### src/serial_port_pkg.sv
// Constants shared by the serial port byte transfer logic
package serial_port_pkg;
    // Special function register addresses
    localparam logic [7:0] SERIAL_DATA_OFFSET = 8'h99;
    localparam logic [7:0] SERIAL_CONTROL_OFFSET = 8'h98;
    // Control register field positions
    localparam int RX_DONE_BIT = 0;
    localparam int TX_DONE_BIT = 1;
    localparam int NINTH_BIT = 2;
    localparam int TX_BUSY_BIT = 3;
    localparam int RX_ENABLE_BIT = 4;
    localparam int MP_CHECK_BIT = 5;
    // Reset values
    localparam logic [7:0] DATA_RESET = 8'h00;
    localparam logic [7:0] CONTROL_RESET = 8'h00;
    // Frame and oversampling figures
    localparam int DATA_BITS = 8;
    localparam int OVERSAMPLE = 16;
    localparam logic [3:0] SAMPLE_MID = 4'h9;
    localparam logic [3:0] DIV_LAST = 4'hf;
    localparam logic [3:0] TX_LAST_BIT = 4'h9;
    localparam logic [2:0] RX_LAST_BIT = 3'h7;
    // Receiver sequencing
    typedef enum logic [1:0] {RX_IDLE, RX_START, RX_DATA, RX_STOP} rx_state_e;
endpackage

### src/rx_line_filter.sv
// Receive pin synchroniser, glitch filter and three-sample majority vote
`timescale 1ns/10ps
module rx_line_filter
    import serial_port_pkg::*;
(
    // Clock and reset
    input wire logic clk,
    input wire logic rstn,
    // Line and sample strobe
    input wire logic pinIn,
    input wire logic sampleTick,
    // Filtered level and vote over the last three samples
    output logic level,
    output logic vote
);
    logic sync1_r;
    logic sync2_r;
    logic sync3_r;
    logic level_r;
    logic [1:0] hist_r;

    // Three-stage synchroniser; the first stage feeds only the second
    always_ff @(posedge clk or negedge rstn)
    begin
        if (!rstn)
        begin
            sync1_r <= 1'b1;
            sync2_r <= 1'b1;
            sync3_r <= 1'b1;
        end
        else
        begin
            sync1_r <= pinIn;
            sync2_r <= sync1_r;
            sync3_r <= sync2_r;
        end
    end

    // Level only moves once two settled stages agree
    always_ff @(posedge clk or negedge rstn)
    begin
        if (!rstn)
            level_r <= 1'b1;
        else if (sync2_r == sync3_r)
            level_r <= sync2_r;
    end

    // Sample history, one entry per oversample strobe
    always_ff @(posedge clk or negedge rstn)
    begin
        if (!rstn)
            hist_r <= 2'h3;
        else if (sampleTick)
            hist_r <= {hist_r[0], level_r};
    end

    // Majority of two stored samples and the one being taken now
    assign level = level_r;
    assign vote = (hist_r[1] & hist_r[0]) | (hist_r[1] & level_r)
                | (hist_r[0] & level_r);
endmodule

### src/serial_port_byte_transfer.sv
// Serial port byte transfer: data buffer, done flags, transmitter, receiver
`timescale 1ns/10ps
// Notes on behaviour
// - Writing the data buffer at 99 hex while idle starts sending that byte at once.
// - Frame is start bit, eight data bits, stop bit at the bit rate.
// - Transmit-done flag sets when the frame has completely gone out.
// - Receive-done flag sets by itself when a character has arrived.
// - Reading the data buffer returns the received byte, after receive-done.
// - Sixteen samples per bit, realigned on start edge, majority of three.
// - At mid stop bit, if allowed, store byte and stop bit and set flag.
// - Each timer overflow feeds the baud logic, divided by sixteen per bit.
module serial_port_byte_transfer
    import serial_port_pkg::*;
(
    // Clock and reset
    input wire logic clk,
    input wire logic rstn,
    // Special function register access
    input wire logic [7:0] sfrAddr,
    input wire logic sfrWrEn,
    input wire logic sfrRdEn,
    input wire logic [7:0] sfrWrData,
    output logic [7:0] sfrRdData,
    // Bit rate source
    input wire logic timerOverflow,
    // Serial line
    input wire logic receiveLinePin,
    output logic transmitLine,
    // Flag levels for an interrupt controller
    output logic transmitDoneFlag,
    output logic receiveDoneFlag
);
    logic [7:0] rdData_r;
    logic [7:0] rxBuffer_r;
    logic rxDone_r;
    logic txDone_r;
    logic ninth_r;
    logic rxEnable_r;
    logic mpCheck_r;
    logic txBusy_r;
    logic txLine_r;
    logic [9:0] txShift_r;
    logic [3:0] txDiv_r;
    logic [3:0] txBits_r;
    rx_state_e rxState_r;
    logic [3:0] rxCnt_r;
    logic [2:0] rxBits_r;
    logic [7:0] rxShift_r;
    logic prevLevel_r;
    logic lineLevel;
    logic lineVote;

    // Register decode
    logic dataWrite;
    logic ctrlWrite;
    logic dataRead;
    logic ctrlRead;
    logic [7:0] statusWord;
    assign dataWrite = sfrWrEn && (sfrAddr == SERIAL_DATA_OFFSET);
    assign ctrlWrite = sfrWrEn && (sfrAddr == SERIAL_CONTROL_OFFSET);
    assign dataRead = sfrRdEn && (sfrAddr == SERIAL_DATA_OFFSET);
    assign ctrlRead = sfrRdEn && (sfrAddr == SERIAL_CONTROL_OFFSET);
    assign statusWord = {2'h0, mpCheck_r, rxEnable_r, txBusy_r, ninth_r,
                         txDone_r, rxDone_r};

    // Transmit sequencing
    logic txLoad;
    logic txBitEnd;
    logic txFinish;
    logic [9:0] txShiftNext;
    assign txLoad = dataWrite && !txBusy_r;
    assign txBitEnd = txBusy_r && timerOverflow && (txDiv_r == DIV_LAST);
    assign txFinish = txBitEnd && (txBits_r == TX_LAST_BIT);
    assign txShiftNext = {1'b1, txShift_r[9:1]};

    // Receive sequencing
    logic [3:0] rxPhase;
    logic rxMid;
    logic startEdge;
    logic stopMid;
    logic rxCommit;
    assign rxPhase = rxCnt_r + 4'h1;
    assign rxMid = timerOverflow && (rxPhase == SAMPLE_MID);
    assign startEdge = timerOverflow && (rxState_r == RX_IDLE) && rxEnable_r
                     && prevLevel_r && !lineLevel;
    assign stopMid = rxMid && (rxState_r == RX_STOP);
    assign rxCommit = stopMid && !rxDone_r
                    && (!mpCheck_r || lineVote);

    // Flag next values: a hardware set wins over a software clear
    logic rxDone_nxt;
    logic txDone_nxt;
    assign rxDone_nxt = rxCommit
        || (ctrlWrite ? sfrWrData[RX_DONE_BIT] : rxDone_r);
    assign txDone_nxt = txFinish
        || (ctrlWrite ? sfrWrData[TX_DONE_BIT] : txDone_r);

    rx_line_filter lineFilter (
        .clk(clk),
        .rstn(rstn),
        .pinIn(receiveLinePin),
        .sampleTick(timerOverflow),
        .level(lineLevel),
        .vote(lineVote)
    );

    // Control register; flags change only by hardware set or control write
    always_ff @(posedge clk or negedge rstn)
    begin
        if (!rstn)
        begin
            rxDone_r <= CONTROL_RESET[RX_DONE_BIT];
            txDone_r <= CONTROL_RESET[TX_DONE_BIT];
            rxEnable_r <= CONTROL_RESET[RX_ENABLE_BIT];
            mpCheck_r <= CONTROL_RESET[MP_CHECK_BIT];
        end
        else
        begin
            rxDone_r <= rxDone_nxt;
            txDone_r <= txDone_nxt;
            if (ctrlWrite)
            begin
                rxEnable_r <= sfrWrData[RX_ENABLE_BIT];
                mpCheck_r <= sfrWrData[MP_CHECK_BIT];
            end
        end
    end

    // Registered read data; unmapped reads return zero
    always_ff @(posedge clk or negedge rstn)
    begin
        if (!rstn)
            rdData_r <= 8'h00;
        else if (dataRead)
            rdData_r <= rxBuffer_r;
        else if (ctrlRead)
            rdData_r <= statusWord;
        else if (sfrRdEn)
            rdData_r <= 8'h00;
    end

    // Transmitter; no holding buffer, so a write while busy is dropped
    always_ff @(posedge clk or negedge rstn)
    begin
        if (!rstn)
        begin
            txBusy_r <= 1'b0;
            txLine_r <= 1'b1;
            txShift_r <= 10'h3ff;
            txDiv_r <= 4'h0;
            txBits_r <= 4'h0;
        end
        else if (txLoad)
        begin
            txBusy_r <= 1'b1;
            txLine_r <= 1'b0;
            txShift_r <= {1'b1, sfrWrData, 1'b0};
            txDiv_r <= 4'h0;
            txBits_r <= 4'h0;
        end
        else if (txBusy_r && timerOverflow)
        begin
            txDiv_r <= txDiv_r + 4'h1;
            if (txFinish)
            begin
                txBusy_r <= 1'b0;
                txLine_r <= 1'b1;
            end
            else if (txBitEnd)
            begin
                txShift_r <= txShiftNext;
                txLine_r <= txShiftNext[0];
                txBits_r <= txBits_r + 4'h1;
            end
        end
    end

    // Previous filtered sample, for start edge detection
    always_ff @(posedge clk or negedge rstn)
    begin
        if (!rstn)
            prevLevel_r <= 1'b1;
        else if (timerOverflow)
            prevLevel_r <= lineLevel;
    end

    // Receiver; a start that votes high at its middle is a glitch
    always_ff @(posedge clk or negedge rstn)
    begin
        if (!rstn)
        begin
            rxState_r <= RX_IDLE;
            rxCnt_r <= 4'h0;
            rxBits_r <= 3'h0;
            rxShift_r <= 8'h00;
        end
        else if (startEdge)
        begin
            rxState_r <= RX_START;
            rxCnt_r <= 4'h0;
        end
        else if (timerOverflow && rxState_r != RX_IDLE)
        begin
            rxCnt_r <= rxPhase;
            if (rxMid)
            begin
                case (rxState_r)
                    RX_START:
                    begin
                        rxState_r <= lineVote ? RX_IDLE : RX_DATA;
                        rxBits_r <= 3'h0;
                    end
                    RX_DATA:
                    begin
                        rxShift_r <= {lineVote, rxShift_r[7:1]};
                        rxBits_r <= rxBits_r + 3'h1;
                        if (rxBits_r == RX_LAST_BIT)
                            rxState_r <= RX_STOP;
                    end
                    default:
                        rxState_r <= RX_IDLE;
                endcase
            end
        end
    end

    // Receive buffer and stop bit, written only on an accepted frame
    always_ff @(posedge clk or negedge rstn)
    begin
        if (!rstn)
        begin
            rxBuffer_r <= DATA_RESET;
            ninth_r <= CONTROL_RESET[NINTH_BIT];
        end
        else if (rxCommit)
        begin
            rxBuffer_r <= rxShift_r;
            ninth_r <= lineVote;
        end
    end

    assign sfrRdData = rdData_r;
    assign transmitLine = txLine_r;
    assign transmitDoneFlag = txDone_r;
    assign receiveDoneFlag = rxDone_r;
endmodule

### config.mk
export PLATFORM = sky130hd
export DESIGN_NAME = serial_port_byte_transfer
export DESIGN_NICKNAME = d
export VERILOG_FILES = /design/src/serial_port_pkg.sv /design/src/rx_line_filter.sv /design/src/serial_port_byte_transfer.sv
export SDC_FILE = /design/constraint.sdc
export NUM_CORES = 1
export LEC_CHECK = 0
export CAP_MARGIN = 10
export CORE_MARGIN = 2
export CORE_UTILIZATION = 40
export DETAILED_ROUTE_END_ITERATION = 8
export DONT_BUFFER_PORTS = 1
export GPL_TIMING_DRIVEN = 0
export PLACE_DENSITY = 0.61
export SETUP_SLACK_MARGIN = 0.4
export SLEW_MARGIN = 20
export SYNTH_ARGS = -nofsm -noshare
export SYNTH_HDL_FRONTEND = slang
export SYNTH_SLANG_ARGS = --single-unit
### constraint.sdc
create_clock -name clk -period 2.9 [get_ports clk]
set_input_delay 0 -clock clk [delete_from_list [all_inputs] [get_ports clk]]
set_output_delay 0 -clock clk [all_outputs]
set_load 0.05 [all_outputs]
# Word-level counts from Yosys, hierarchy flattened
# Index checks and enable logic that the tools add are counted.
# op_classes
bitwise	6
mul	0
n_mux	31
div_mod_pow	0
magnitude_cmp	0
n_reduce_logical	40
eq_ne	12
addsub	4
shift	0
# op_table
op	count
2-to-1 mux 10 bit	4
2-to-1 mux 4 bit	8
2-to-1 mux 8 bit	3
logical AND 1 bit	17
equality test 8 bit (second input constant)	2
nonzero test 2 bit	7
adder 4 x 1 -> 4 bit (second input constant)	3
equality test 4 bit (second input constant)	3
2-to-1 mux 2 bit	5
2-to-1 mux 1 bit	9
AND reduction 4 bit	2
one-hot mux 3 bit (2 select lines)	1
AND reduction 3 bit	2
nonzero test 3 bit	2
equality test 2 bit (second input constant)	2
zero test 1 bit	4
one-hot mux 2 bit (2 select lines)	1
AND reduction 2 bit	2
adder 3 x 1 -> 3 bit (second input constant)	1
bitwise AND 1 bit	3
equality test 3 bit (second input constant)	1
logical OR 1 bit	3
!= test 3 bit (second input constant)	1
equality test 2 x 1 -> 1 bit (second input constant)	1
5 further kinds	6
# word_totals
output_inout_bits	11
latch_bits	0
mem_bits_ro	0
wordCells	115
reg_bits	65
mem_count	0
ramBits	0
in_bits	22

# Depth between registers and ports, before layout
# Gate-level depths: netlist of the first run.
# logic_depth
depth_word	8
mapped_depth	7
depth_no_buf	6

# Modules after synthesis
# A second synthesis of the first run with hierarchy kept.
# unflattened
hier_cells	260
hier_area_um2	2985.4
# modules_own_cells
module	area_per_inst_um2	cells_per_inst	seq_area_each_um2	instances
serial_port_byte_transfer	2782.7	250	1438.9	1
rx_line_filter	202.7	10	157.7	1

# Least setup slack after synthesis of the first run
# Ideal clock, no wire load.
# synth_path
kind	register to register
from	register rxCnt_r[0]
to	register ninth_r
synth_period_minus_slack_ns	1.777
slack_ns	1.123
n_path_buf	1
stages_incl_launch_ff	7
arrival_time_ns	1.652
required_time_ns	2.775
setup_ns	0.125
cell_sequence	dfrtp_1 -> ha_1 -> xnor2_1 -> nand3_1 -> nor4b_2 -> buf_6 -> mux2_4
# synth_via
elab_chain_len	6
# synth_lines
element	line	rtl
start, declared	serial_port_byte_transfer.sv:46	logic [3:0] rxCnt_r;
start signal, assigned	serial_port_byte_transfer.sv:204	rxCnt_r <= rxPhase;
adder 4 x 1 -> 4 bit	serial_port_byte_transfer.sv:82	assign rxPhase = rxCnt_r + 4'h1;
equality test 4 bit	serial_port_byte_transfer.sv:83	assign rxMid = timerOverflow && (rxPhase == SAMPLE_MID);
logical AND 1 bit	serial_port_byte_transfer.sv:83	
logical AND 1 bit	serial_port_byte_transfer.sv:86	assign stopMid = rxMid && (rxState_r == RX_STOP);
logical AND 1 bit	serial_port_byte_transfer.sv:87	assign rxCommit = stopMid && !rxDone_r
logical AND 1 bit	serial_port_byte_transfer.sv:88	&& (!mpCheck_r || lineVote);
end signal, assigned	serial_port_byte_transfer.sv:233	ninth_r <= CONTROL_RESET[NINTH_BIT];
end signal, assigned	serial_port_byte_transfer.sv:238	ninth_r <= lineVote;
end, declared	serial_port_byte_transfer.sv:37	logic ninth_r;
# Every way passes these cells.
# A chain may end at the register's enable or synchronous reset.

# Worst setup path after layout of the first run
# layout_path
from	register rxCnt_r[0]
to	register rxBits_r[0]
# layout_via
elab_chain_len	4
# layout_lines
element	line	rtl
adder 4 x 1 -> 4 bit	serial_port_byte_transfer.sv:82	
equality test 4 bit	serial_port_byte_transfer.sv:83	
logical AND 1 bit	serial_port_byte_transfer.sv:83	
AND reduction 4 bit (no line)	n/a	
end signal, assigned	serial_port_byte_transfer.sv:216	rxBits_r <= rxBits_r + 3'h1;
end, declared	serial_port_byte_transfer.sv:47	logic [2:0] rxBits_r;
# Every way passes these cells.

==> reports/results.txt, run 1 <==
non-filler cells, final: 366
metal3 WL: 293 um
Metal-1 WL: 2484 um
Hold Slack: 0.04772 ns
clock sink count: 62
metal2 WL: 2516 um
CTS resizes: 0
type of the worst setup path: reg2reg
Post-Synth XOR/XNOR Area: 0.03318
Synth Area in Adders: 0.05402
CTS tree: done
1st-pass router iterations: 4
CTS buffer count: 9
Max-slew headroom: 0.4521
Max Used Layer: met4
register area share after synthesis: 0.5338
Syn-to-layout area delta: 15.23%
initial core utilization: 0.4099
setup TNS: 0 ns
H-tree Lvls: 3
Clock Path Buffers: 2
post-synthesis cell count: 238
Synth Flop Type: dfrtp_1
CP max stage delay: 0.45 ns
worst hold path class: in2reg
Max Clk Rate: 516.5 MHz
EDFF count, synth: 0
power share of the clock group: 0.288
Iter 0 DRT Violations: 54
mapped cell area: 2942 um^2
Peak VDD IR: 0.3919 mV
Max Cap Violations: 0
Tcrit/Tclk final: 0.6676
PnR worst setup slack: 0.9640 ns
Gate power share: 0.215
Via Count: 1825
Final setup violation count: 0
internal power: 0.001600 W
Final min period: 1.936 ns
fill cell count: 658
Required @ worst endpoint: 3.12 ns
sequential cell area: 1570 um^2
global-route wire length before repair: 9280 um
GRT overflow: 0
core area: 7176 um^2
largest net degree at the start of global routing: 63
Switching Share: 0.3173
Cell Rows: 31
die width: 89.76 um
PortBufs: 0
initial antenna violation count: 0
outcome: complete, no violations
syn_nets: 271
final net count: 295
mux share of post-synthesis cell area: 0.1501
register share of total power: 0.497
largest cells by area after synthesis: dfrtp_1 (40%), dfstp_2 (13%), mux2i_1 (5.4%), mux2_2 (5.0%), ha_1 (4.7%)
Worst setup SP type: register
# diodes: 0
ANT nets after route: 0
layout cells sized above 1: 0.2547
Worst-path clk slew: 0.07 ns
largest family of logic cells by synthesized area: multiplexers
Critical Path AT: 2.15 ns
overall global routing resource usage: 0.1439
cell count after placement: 337
WP buf/inv: 0
Final GP Congestion: 0.7977
Final HPWL DP: 3670 um
flop and latch count out of synthesis: 62
simple-gate area share of the yosys netlist: 0.1382
Psw: 0.0007437 W
unrepaired setup endpoints after global routing: false
DRT Wirelength: 5341 um
yosys warns: 0
worst skew pair latency: 0.34 ns
fin. max-slew vios: 0
area leader, netlist: dfrtp_1
Vias/cell: 4.986
Die H: 89.76 um
residual DRC count: 0
vias in the first global route: 1861
Final Hold Viols: 0
count of different cell masters after synthesis: 45
crit-path cells: ha_1 > xnor2_1 > and4b_1 > nand3_1 > mux2_2
full die area: 8056 um^2
IO Count: 33
Post-Route Skew: 0.009364 ns
worst-margin pin slew: 0.8201 ns
Critical-path top delay cell: dfrtp_1
Async S/R FF share, synth: 1.000
critical path endpoint category: register
top cell type's share of synthesized area: 0.3998
PD cells: 691.6 nW/um^2
post-synthesis average cell area: 12.36 um^2
root buf cell: clkbuf_8
area of the multi-input gates: 1296 um^2
WL/cell: 14.59 um
worst slack at placement: 0.9817 ns
compound-cell area share of the yosys netlist: 0.06508
Pleak: 1.577 nW
kind of cell adding the most delay to the critical path: simple AND/OR/NAND/NOR gates
largest fanout on the critical path: 5
==> path summary, 6_finish.rpt <==
check	start	end	slack (ns)	depth (start not counted)
max in group asynchronous	rstn	lineFilter.hist_r[1]$_DFFE_PN1P_	2.40	2
max reg2reg	rxCnt_r[0]$_DFFE_PN0P_	rxBits_r[0]$_DFFE_PN0P_	0.96	5
min	sfrRdEn	sfrRdData[6]$_DFFE_PN0P_	0.05	2
min reg2reg	lineFilter.sync1_r$_DFF_PN1_	lineFilter.sync2_r$_DFF_PN1_	0.36	0
min in group asynchronous	rstn	sfrRdData[3]$_DFFE_PN0P_	0.18	2
max	rxCnt_r[0]$_DFFE_PN0P_	rxBits_r[0]$_DFFE_PN0P_	0.96	5
==> cell usage after synthesis (2+ instances only) <==
| cell | n |
|---|---|
| a21oi_1 | 12 |
| a32o_1 | 2 |
| and3_1 | 2 |
| and3_2 | 2 |
| buf_2 | 3 |
| clkbuf_1 | 4 |
| dfrtp_1 | 47 |
| dfstp_2 | 15 |
| ha_1 | 11 |
| inv_1 | 9 |
| mux2_2 | 13 |
| mux2_4 | 9 |
| mux2i_1 | 16 |
| nand2_1 | 12 |
| nand2b_1 | 3 |
| nand3_1 | 11 |
| nand4_1 | 2 |
| nor2_1 | 17 |
| nor2b_1 | 5 |
| nor3b_1 | 3 |
| o21ai_0 | 5 |
| o2bb2ai_1 | 6 |
| xnor2_1 | 4 |
| xor2_1 | 4 |
==> final cells by class <==
class / count / area share
multi-input cells: 159 / 0.3824
inverters: 9 / 0.009967
well taps: 99 / 0.03654
repair buffers: 13 / 0.04356
clock buffers: 11 / 0.04171
clock inverters: 5 / 0.01034
plain buffers: 8 / 0.01218
flip-flops and latches: 62 / 0.4633
==> power by group through the flow <==
stage	registers, W	clock network (W)	logic (W)
after floorplan	0.00115	0	0.000396
after global placement	0.00117	0	0.000455
after detailed placement	0.00118	0	0.000470
after CTS	0.00117	0.000699	0.000513
after global routing	0.00119	0.000745	0.000580
final	0.00116	0.000675	0.000505
==> metal layers <==
layer	vias up	GRT usage
met2	34	0.2229
li1	892	-
met3	5	0.06203
met5	-	0
met1	894	0.1862
met4	0	0.03846
==> state kept, by name (all words and copies together), names as in the netlist <==
register            cells
rxShift_r               8
rxBits_r                3
rxCnt_r                 4
transmitDoneFlag        1
receiveDoneFlag         1
txShift_r               8
lineFilter.level        1
lineFilter.sync3_r      1
lineFilter.sync1_r      1
lineFilter.sync2_r      1
lineFilter.hist_r       2
txDiv_r                 4
txBusy_r                1
mpCheck_r               1
rxEnable_r              1
transmitLine            1
rxState_r               2
rxBuffer_r              8
txBits_r                4
sfrRdData               8
ninth_r                 1
==> through the flow <==
step           power [W]  area, um^2    util
2_1_floorplan   0.001542        2942       -
3_3_place_gp    0.001629        3065  0.4272
3_5_place_dp    0.001653        3065  0.4272
4_1_cts         0.002379        3390  0.4724
5_1_grt         0.002512        3390  0.4724
6_report        0.002344        3390  0.4724
==> worst register-to-register path: stages, from the launching register on <==
cell and delay [ns]:
dfrtp_1 0.45, ha_1 0.26, xnor2_1 0.21, and4b_1 0.33
nand3_1 0.24, mux2_2 0.33
==> logic make-up (layout without fill, tap and decap cells) <==
group	Yosys count	after routing
and+or+nand+nor	70	70
DFF	62	62
muxes	38	38
AOI/OAI and AO/OA	29	29
buffers and inverters	17	46
adders and majority gates	13	13
xor gates and xnor gates	9	9
==> cells in the final DEF, fill, tap and decap left out, types with 2 or more instances in the layout <==
master,n
mux2_4,9
inv_1,9
clkbuf_1,5
nand2_1,12
nand3_1,11
clkinv_2,2
clkinv_4,2
a32o_1,2
and3_1,2
mux2i_1,16
nor2b_1,5
a21oi_1,12
o21ai_0,5
nand4_1,2
dfstp_2,15
and3_2,2
ha_1,11
nor2_1,17
buf_2,3
xnor2_1,4
dlygate4sd3_1,12
xor2_1,4
clkbuf_8,10
nor3b_1,3
dfrtp_1,47
mux2_2,13
nand2b_1,3
o2bb2ai_1,6
==> what timing repair did <==
action,CTS,global route
hold buffers,13,0
hold endpoints to repair,82,0
setup buffers,0,0
Power figures use the tool's default switching activity.
==> run 2, diff against run 1 <==
- ABC_AREA: unset -> 1
- PLACE_DENSITY: 0.61 -> 0.63
- clock period: 2.9 -> 1.65 ns (I/O delays scaled with it)
==> run 2 against run 1 <==
  * The flow now finishes with violations (negative hold slack)
  * Wire length increased by 43%
  * Largest cell class is now multi-input combinational cells
  * Critical path depth increased by 4
  * Setup slack got worse by 0.84 ns
  * Area after synthesis increased by 6.6%
  * Sequential share of layout area decreased by 11 points
  * Clock skew increased by 0.0063 ns
  * Clock-buffer cell count decreased by 2
  * Design area increased by 30%
  * First-iteration DRC count increased by 150%
  * Register-to-register slack got worse by 0.84 ns
  * Hold slack got worse by 0.72 ns
==> reports/results.txt, run 2 <==
unrepaired setup endpoints after global routing: true (was false)
count of different cell masters after synthesis: 32 (was 45)
Final min period: 1.529 ns (was 1.936 ns)
type of the worst setup path: reg2reg (unchanged)
mapped cell area: 3134 um^2 (was 2942 um^2)
worst hold path class: in2async (was in2reg)
area leader, netlist: dfrtp_1 (unchanged)
worst skew pair latency: 0.35 ns (was 0.34 ns)
Final Hold Viols: 62 (was 0)
largest cells by area after synthesis: dfrtp_1 (38%), nand2_1 (15%), dfstp_2 (13%), nand3_1 (10%), ha_1 (4.4%) (was dfrtp_1 (40%), dfstp_2 (13%), mux2i_1 (5.4%), mux2_2 (5.0%), ha_1 (4.7%))
post-synthesis average cell area: 8.403 um^2 (was 12.36 um^2)
Die H: 92.52 um (was 89.76 um)
fill cell count: 617 (was 658)
H-tree Lvls: 3 (unchanged)
PortBufs: 0 (unchanged)
final net count: 474 (was 295)
sequential cell area: 1574 um^2 (was 1570 um^2)
DRT Wirelength: 7625 um (was 5341 um)
Final HPWL DP: 4301 um (was 3670 um)
most frequent cells in the layout: nand2_1 (99), dfrtp_1 (44), nand3_1 (43) (was dfrtp_1 (47), nor2_1 (17), mux2i_1 (16))
area of the multi-input gates: 1724 um^2 (was 1296 um^2)
placed cell area: 3328 um^2 (was 3065 um^2)
Max Clk Rate: 654.2 MHz (was 516.5 MHz)
syn_nets: 406 (was 271)
largest fanout on the critical path: 5 (unchanged)
count leader, synth: nand2_1 (was dfrtp_1)
CTS tree: done (unchanged)
largest net degree at the start of global routing: 63 (unchanged)
GRT overflow: 0 (unchanged)
global-route wire length before repair: 12610 um (was 9280 um)
flop and latch count out of synthesis: 62 (unchanged)
Psw: 0.001866 W (was 0.0007437 W)
PD cells: 1194 nW/um^2 (was 691.6 nW/um^2)
1st-pass router iterations: 4 (unchanged)
Worst-path clk slew: 0.09 ns (was 0.07 ns)
residual DRC count: 0 (unchanged)
setup TNS: 0 ns (unchanged)
yosys warns: 0 (unchanged)
die width: 92.52 um (was 89.76 um)
WL/cell: 13.91 um (was 14.59 um)
internal power: 0.003403 W (was 0.001600 W)
Hold Slack: -0.6697 ns (was 0.04772 ns)
layout cells sized above 1: 0.3901 (was 0.2547)
IO Count: 33 (unchanged)
clock sink count: 62 (unchanged)
Pleak: 2.156 nW (was 1.577 nW)
total power: 0.005268 W (was 0.002344 W)
Clock Path Buffers: 2 (unchanged)
fin. max-slew vios: 0 (unchanged)
Post-Route Skew: 0.01565 ns (was 0.009364 ns)
top cell type's share of synthesized area: 0.3752 (was 0.3998)
power share of the clock group: 0.296 (was 0.288)
vias in the first global route: 2777 (was 1861)
top cells by count, synth: nand2_1 (126), nand3_1 (63), dfrtp_1 (47) (was dfrtp_1 (47), nor2_1 (17), mux2i_1 (16))
# diodes: 0 (unchanged)
Cell Rows: 32 (was 31)
Tcrit/Tclk final: 0.9264 (was 0.6676)
CTS Hold Bufs: 22 (was 13)
worst-margin pin slew: 0.5591 ns (was 0.8201 ns)
Switching Share: 0.3541 (was 0.3173)
ANT nets after route: 0 (unchanged)
Syn-to-layout area delta: 40.76% (was 15.23%)
initial antenna violation count: 0 (unchanged)
initial core utilization: 0.4098 (was 0.4099)
Synth Flop Type: dfrtp_1 (unchanged)
Required @ worst endpoint: 1.89 ns (was 3.12 ns)
outcome: complete, but fails checks (was complete, no violations)
Gate power share: 0.318 (was 0.215)
EDFF count, synth: 0 (unchanged)
failing checks: negative hold slack
Max-slew headroom: 0.6272 (was 0.4521)
register area share after synthesis: 0.5010 (was 0.5338)
full die area: 8560 um^2 (was 8056 um^2)
CTS buffer count: 9 (unchanged)
Vias/cell: 4.982 (was 4.986)
Final setup violation count: 0 (unchanged)
Async S/R FF share, synth: 1.000 (unchanged)
Final GP Congestion: 0.7972 (was 0.7977)
post-synthesis cell count: 373 (was 238)
most common cell after layout, fill and taps aside: nand2_1 (was dfrtp_1)
Peak VDD IR: 0.8268 mV (was 0.3919 mV)
Via Count: 2730 (was 1825)
root buf cell: clkbuf_8 (unchanged)
Iter 0 DRT Violations: 133 (was 54)
Worst setup SP type: register (unchanged)
Critical Path AT: 1.77 ns (was 2.15 ns)
Max Cap Violations: 0 (unchanged)
core area: 7647 um^2 (was 7176 um^2)
critical path endpoint category: register (unchanged)
overall global routing resource usage: 0.1844 (was 0.1439)
register share of total power: 0.386 (was 0.497)
post-route cell area: 4412 um^2 (was 3390 um^2)
run 2: worst max-delay path: stages (launching register included):
cell and delay (ns):
dfrtp_1 0.41, inv_2 0.09, ha_4 0.14, nand2_4 0.04, nand3b_4 0.15, nor2_4 0.24, buf_6 0.18, nand2_8 0.08
nand2_2 0.06, nand2_1 0.04
run 2: power by group through the flow:
stage	clock (W)	sequential [W]	combinational (W)
floorplan	0	0.00199	0.000928
global route	0.00165	0.00207	0.00188
global placement	0	0.00204	0.00106
finish	0.00156	0.00204	0.00167
CTS	0.00158	0.00201	0.00154
detailed placement	0	0.00205	0.00109
run 2: through the flow:
step / instances / util / setup WS [ns]
CTS: 540 / 0.5458 / 0.1997
detailed placement: 475 / 0.4352 / 0.1352
floorplan: 373 / - / 0.3068
finish: 548 / 0.5769 / 0.1215
global route: 548 / 0.5769 / 0.03332
global placement: 475 / 0.4352 / 0.1594
run 2: cells by family after synthesis:
| group | Yosys count | synth area share |
|---|---|---|
| AOI/OAI and AO/OA | 18 | 0.03593 |
| xor gates and xnor gates | 1 | 0.002795 |
| adders and majority gates | 12 | 0.04711 |
| buffers and inverters | 47 | 0.06666 |
| DFF | 62 | 0.5010 |
| and+or+nand+nor | 233 | 0.3465 |
run 2: timing repair:
action	in CTS	in global routing
buffers inserted	23	7
cloned	4	1
endpoints found under the setup margin	41	47
endpoints found under the hold margin	91	62
pin swaps	26	13
gates resized for setup	46	52
run 2: path summary, 6_finish.rpt:
kind,slack [ns],cells after the start,end,startpoint
max,0.12,9,rxBuffer_r[6]$_DFFE_PN0P_,rxCnt_r[0]$_DFFE_PN0P_
min,-0.67,0,sfrRdData[7]$_DFFE_PN0P_,rstn
max reg2reg,0.12,9,rxBuffer_r[6]$_DFFE_PN0P_,rxCnt_r[0]$_DFFE_PN0P_
min reg2reg,0.36,0,lineFilter.sync2_r$_DFF_PN1_,lineFilter.sync1_r$_DFF_PN1_
max in group asynchronous,2.11,0,lineFilter.level$_DFFE_PN1N_,rstn
min in group clk,0.03,4,txBits_r[0]$_DFFE_PN0P_,sfrAddr[1]
run 2: layout make-up:
| cell class | count | area share |
|---|---|---|
| well taps | 102 | 0.02893 |
| plain buffers | 7 | 0.01645 |
| inverters | 40 | 0.03687 |
| repair buffers | 56 | 0.1185 |
| clock inverters | 7 | 0.02354 |
| multi-input cells | 265 | 0.3908 |
| clock buffers | 9 | 0.02808 |
| flip-flops and latches | 62 | 0.3568 |
run 2: per-layer routing:
metal	part of all wire	wire length, um	global-route usage
met1	0.43	3286	0.2251
met2	0.51	3893	0.3224
met3	0.046	349	0.04475
met4	0.012	95	0.05473
met5	0	0	0
==> run 3, diff against run 2 <==
- CORE_UTILIZATION: 40 -> 35
- PLACE_DENSITY: 0.63 -> 0.58
==> run 3 against run 2 <==
  * The flow still finishes with violations (negative hold slack)
  * Highest routed layer unchanged
  * Combinational power down 3%
  * Sequential cell count unchanged
  * Sequential share of layout area up 0.15 points
==> reports/results.txt, run 3 (same netlist as run 2, synthesis figures left out) <==
outcome: complete, but fails checks (unchanged)
failing checks: negative hold slack (unchanged)
Max Used Layer: met4 (unchanged)
Via Count: 2671 (was 2730)
initial core utilization: 0.3594 (was 0.4098)
register share of total power: 0.396 (was 0.386)
metal3 WL: 298 um (was 349 um)
# diodes: 0 (unchanged)
unrepaired setup endpoints after global routing: true (unchanged)
Worst setup SP type: register (unchanged)
IO Count: 33 (unchanged)
global-route wire length before repair: 11930 um (was 12610 um)
Psw: 0.001795 W (was 0.001866 W)
worst hold path class: in2async (unchanged)
largest fanout on the critical path: 5 (unchanged)
Critical Path AT: 1.76 ns (was 1.77 ns)
clock sink count: 62 (unchanged)
critical path endpoint category: register (unchanged)
die width: 98.63 um (was 92.52 um)
Max-slew headroom: 0.6606 (was 0.6272)
Max Cap Violations: 0 (unchanged)
ANT nets after route: 0 (unchanged)
Worst-path clk slew: 0.08 ns (was 0.09 ns)
final net count: 472 (was 474)
DRT Wirelength: 7308 um (was 7625 um)
worst skew pair latency: 0.35 ns (about the same)
overall global routing resource usage: 0.1530 (was 0.1844)
CTS buffer count: 9 (unchanged)
Post-Route Skew: 0.009148 ns (was 0.01565 ns)
post-route cell area: 4397 um^2 (was 4412 um^2)
Final setup violation count: 0 (unchanged)
placed cell area: 3336 um^2 (was 3328 um^2)
full die area: 9728 um^2 (was 8560 um^2)
PD cells: 1175 nW/um^2 (was 1194 nW/um^2)
internal power: 0.003373 W (was 0.003403 W)
Die H: 98.63 um (was 92.52 um)
setup TNS: 0 ns (unchanged)
Final Hold Viols: 62 (unchanged)
residual DRC count: 0 (unchanged)
metal2 WL: 3547 um (was 3893 um)
largest net degree at the start of global routing: 63 (unchanged)
fin. max-slew vios: 0 (unchanged)
PortBufs: 0 (unchanged)
Vias/cell: 4.839 (was 4.982)
H-tree Lvls: 3 (unchanged)
PnR worst setup slack: 0.1398 ns (was 0.1215 ns)
most frequent cells in the layout: nand2_1 (99), dfrtp_1 (43), nand3_1 (38) (was nand2_1 (99), dfrtp_1 (44), nand3_1 (43))
Max Clk Rate: 662.2 MHz (was 654.2 MHz)
Final HPWL DP: 4349 um (was 4301 um)
initial antenna violation count: 0 (unchanged)
Final min period: 1.510 ns (was 1.529 ns)
Final GP Congestion: 0.7647 (was 0.7972)
Syn-to-layout area delta: 40.28% (was 40.76%)
WL/cell: 13.24 um (was 13.91 um)
core area: 8721 um^2 (was 7647 um^2)
GRT overflow: 0 (unchanged)
Cell Rows: 34 (was 32)
Peak VDD IR: 0.5150 mV (was 0.8268 mV)
Metal-1 WL: 3309 um (was 3286 um)
Pleak: 2.199 nW (was 2.156 nW)
Switching Share: 0.3473 (was 0.3541)
vias in the first global route: 2598 (was 2777)
1st-pass router iterations: 4 (unchanged)
worst slack at placement: 0.1131 ns (was 0.1352 ns)
Required @ worst endpoint: 1.90 ns (was 1.89 ns)
Clock Path Buffers: 2 (unchanged)
layout cells sized above 1: 0.4009 (was 0.3901)
fill cell count: 782 (was 617)
CTS tree: done (unchanged)
root buf cell: clkbuf_8 (unchanged)
worst-margin pin slew: 0.5091 ns (was 0.5591 ns)
Tcrit/Tclk final: 0.9152 (was 0.9264)
Gate power share: 0.313 (was 0.318)
type of the worst setup path: reg2reg (unchanged)
power share of the clock group: 0.291 (was 0.296)
Iter 0 DRT Violations: 96 (was 133)
most common cell after layout, fill and taps aside: nand2_1 (unchanged)
Hold Slack: -0.6647 ns (was -0.6697 ns)
==> run 3: cell types whose count changed in the layout (fill, tap and decap cells not counted), sizes merged <==
cell | previous run | this run
buf | 41 | 38
inv | 42 | 39
clkinvlp | 0 | 2
clkbuf | 9 | 10
clkinv | 3 | 4
==> run 3: worst max-delay path: stages, from the launching register on <==
cell and delay, ns:
dfrtp_2 0.45, inv_2 0.09, ha_4 0.14, nand2_4 0.04, nand3b_4 0.15, nor2_4 0.19
buf_6 0.18, nand2_8 0.07, nand2_2 0.07, nand2_1 0.04
==> run 3: timing repair <==
action | CTS | global route
setup buffers | 27 | 2
gates resized for setup | 33 | 63
hold buffers | 21 | 1
pin swaps | 17 | 19
endpoints found under the hold margin | 92 | 63
cloned | 3 | 1
setup endpoints to repair | 41 | 50
==> run 3: area by class of cell <==
| type | count | area [um^2] | share of cell area |
|---|---|---|---|
| clock buffer | 9 | 123.9 | 0.02817 |
| inverter | 40 | 158.9 | 0.03614 |
| timing repair buffer | 54 | 508.0 | 0.1155 |
| sequential | 62 | 1575 | 0.3583 |
| tap | 108 | 135.1 | 0.03073 |
| buffer | 7 | 72.57 | 0.01651 |
| clock inverter | 7 | 98.84 | 0.02248 |
| multi-input combinational | 265 | 1724 | 0.3921 |
==> run 3: metrics by stage <==
step / power (W) / utilization / cells / hold slack (ns)
2_1_floorplan: 0.002920 / - / 373 / -0.2956
3_3_place_gp: 0.003100 / 0.3825 / 481 / -0.2944
3_5_place_dp: 0.003144 / 0.3825 / 481 / -0.2947
4_1_cts: 0.005073 / 0.4720 / 548 / -0.6842
5_1_grt: 0.005530 / 0.5042 / 552 / -0.6848
6_report: 0.005167 / 0.5042 / 552 / -0.6647
==> run 3: metal layers <==
metal / global-route usage / vias up
li1: - / 1326
met3: 0.04255 / 15
met5: 0 / -
met2: 0.2501 / 53
met1: 0.1928 / 1277
met4: 0.06006 / 0
==> run 3: worst paths after layout <==
check / startpoint / endpoint / slack, ns / cells past startpoint
min in group clk: sfrAddr[5] / sfrRdData[6]$_DFFE_PN0P_ / 0 / 5
hold / removal: rstn / sfrRdData[6]$_DFFE_PN0P_ / -0.66 / 0
max in group asynchronous: rstn / lineFilter.hist_r[0]$_DFFE_PN1P_ / 2.10 / 0
hold reg to reg: lineFilter.sync1_r$_DFF_PN1_ / lineFilter.sync2_r$_DFF_PN1_ / 0.36 / 0
setup reg to reg: rxCnt_r[1]$_DFFE_PN0P_ / rxBuffer_r[6]$_DFFE_PN0P_ / 0.14 / 9
setup / recovery: rxCnt_r[1]$_DFFE_PN0P_ / rxBuffer_r[6]$_DFFE_PN0P_ / 0.14 / 9
==> run 3: power by group through the flow <==
stage	combinational, W	clock, W	sequential [W]
2_1_floorplan	0.000928	0	0.00199
3_3_place_gp	0.00106	0	0.00204
3_5_place_dp	0.00110	0	0.00205
4_1_cts	0.00151	0.00155	0.00201
5_1_grt	0.00184	0.00161	0.00208
6_report	0.00162	0.00150	0.00205
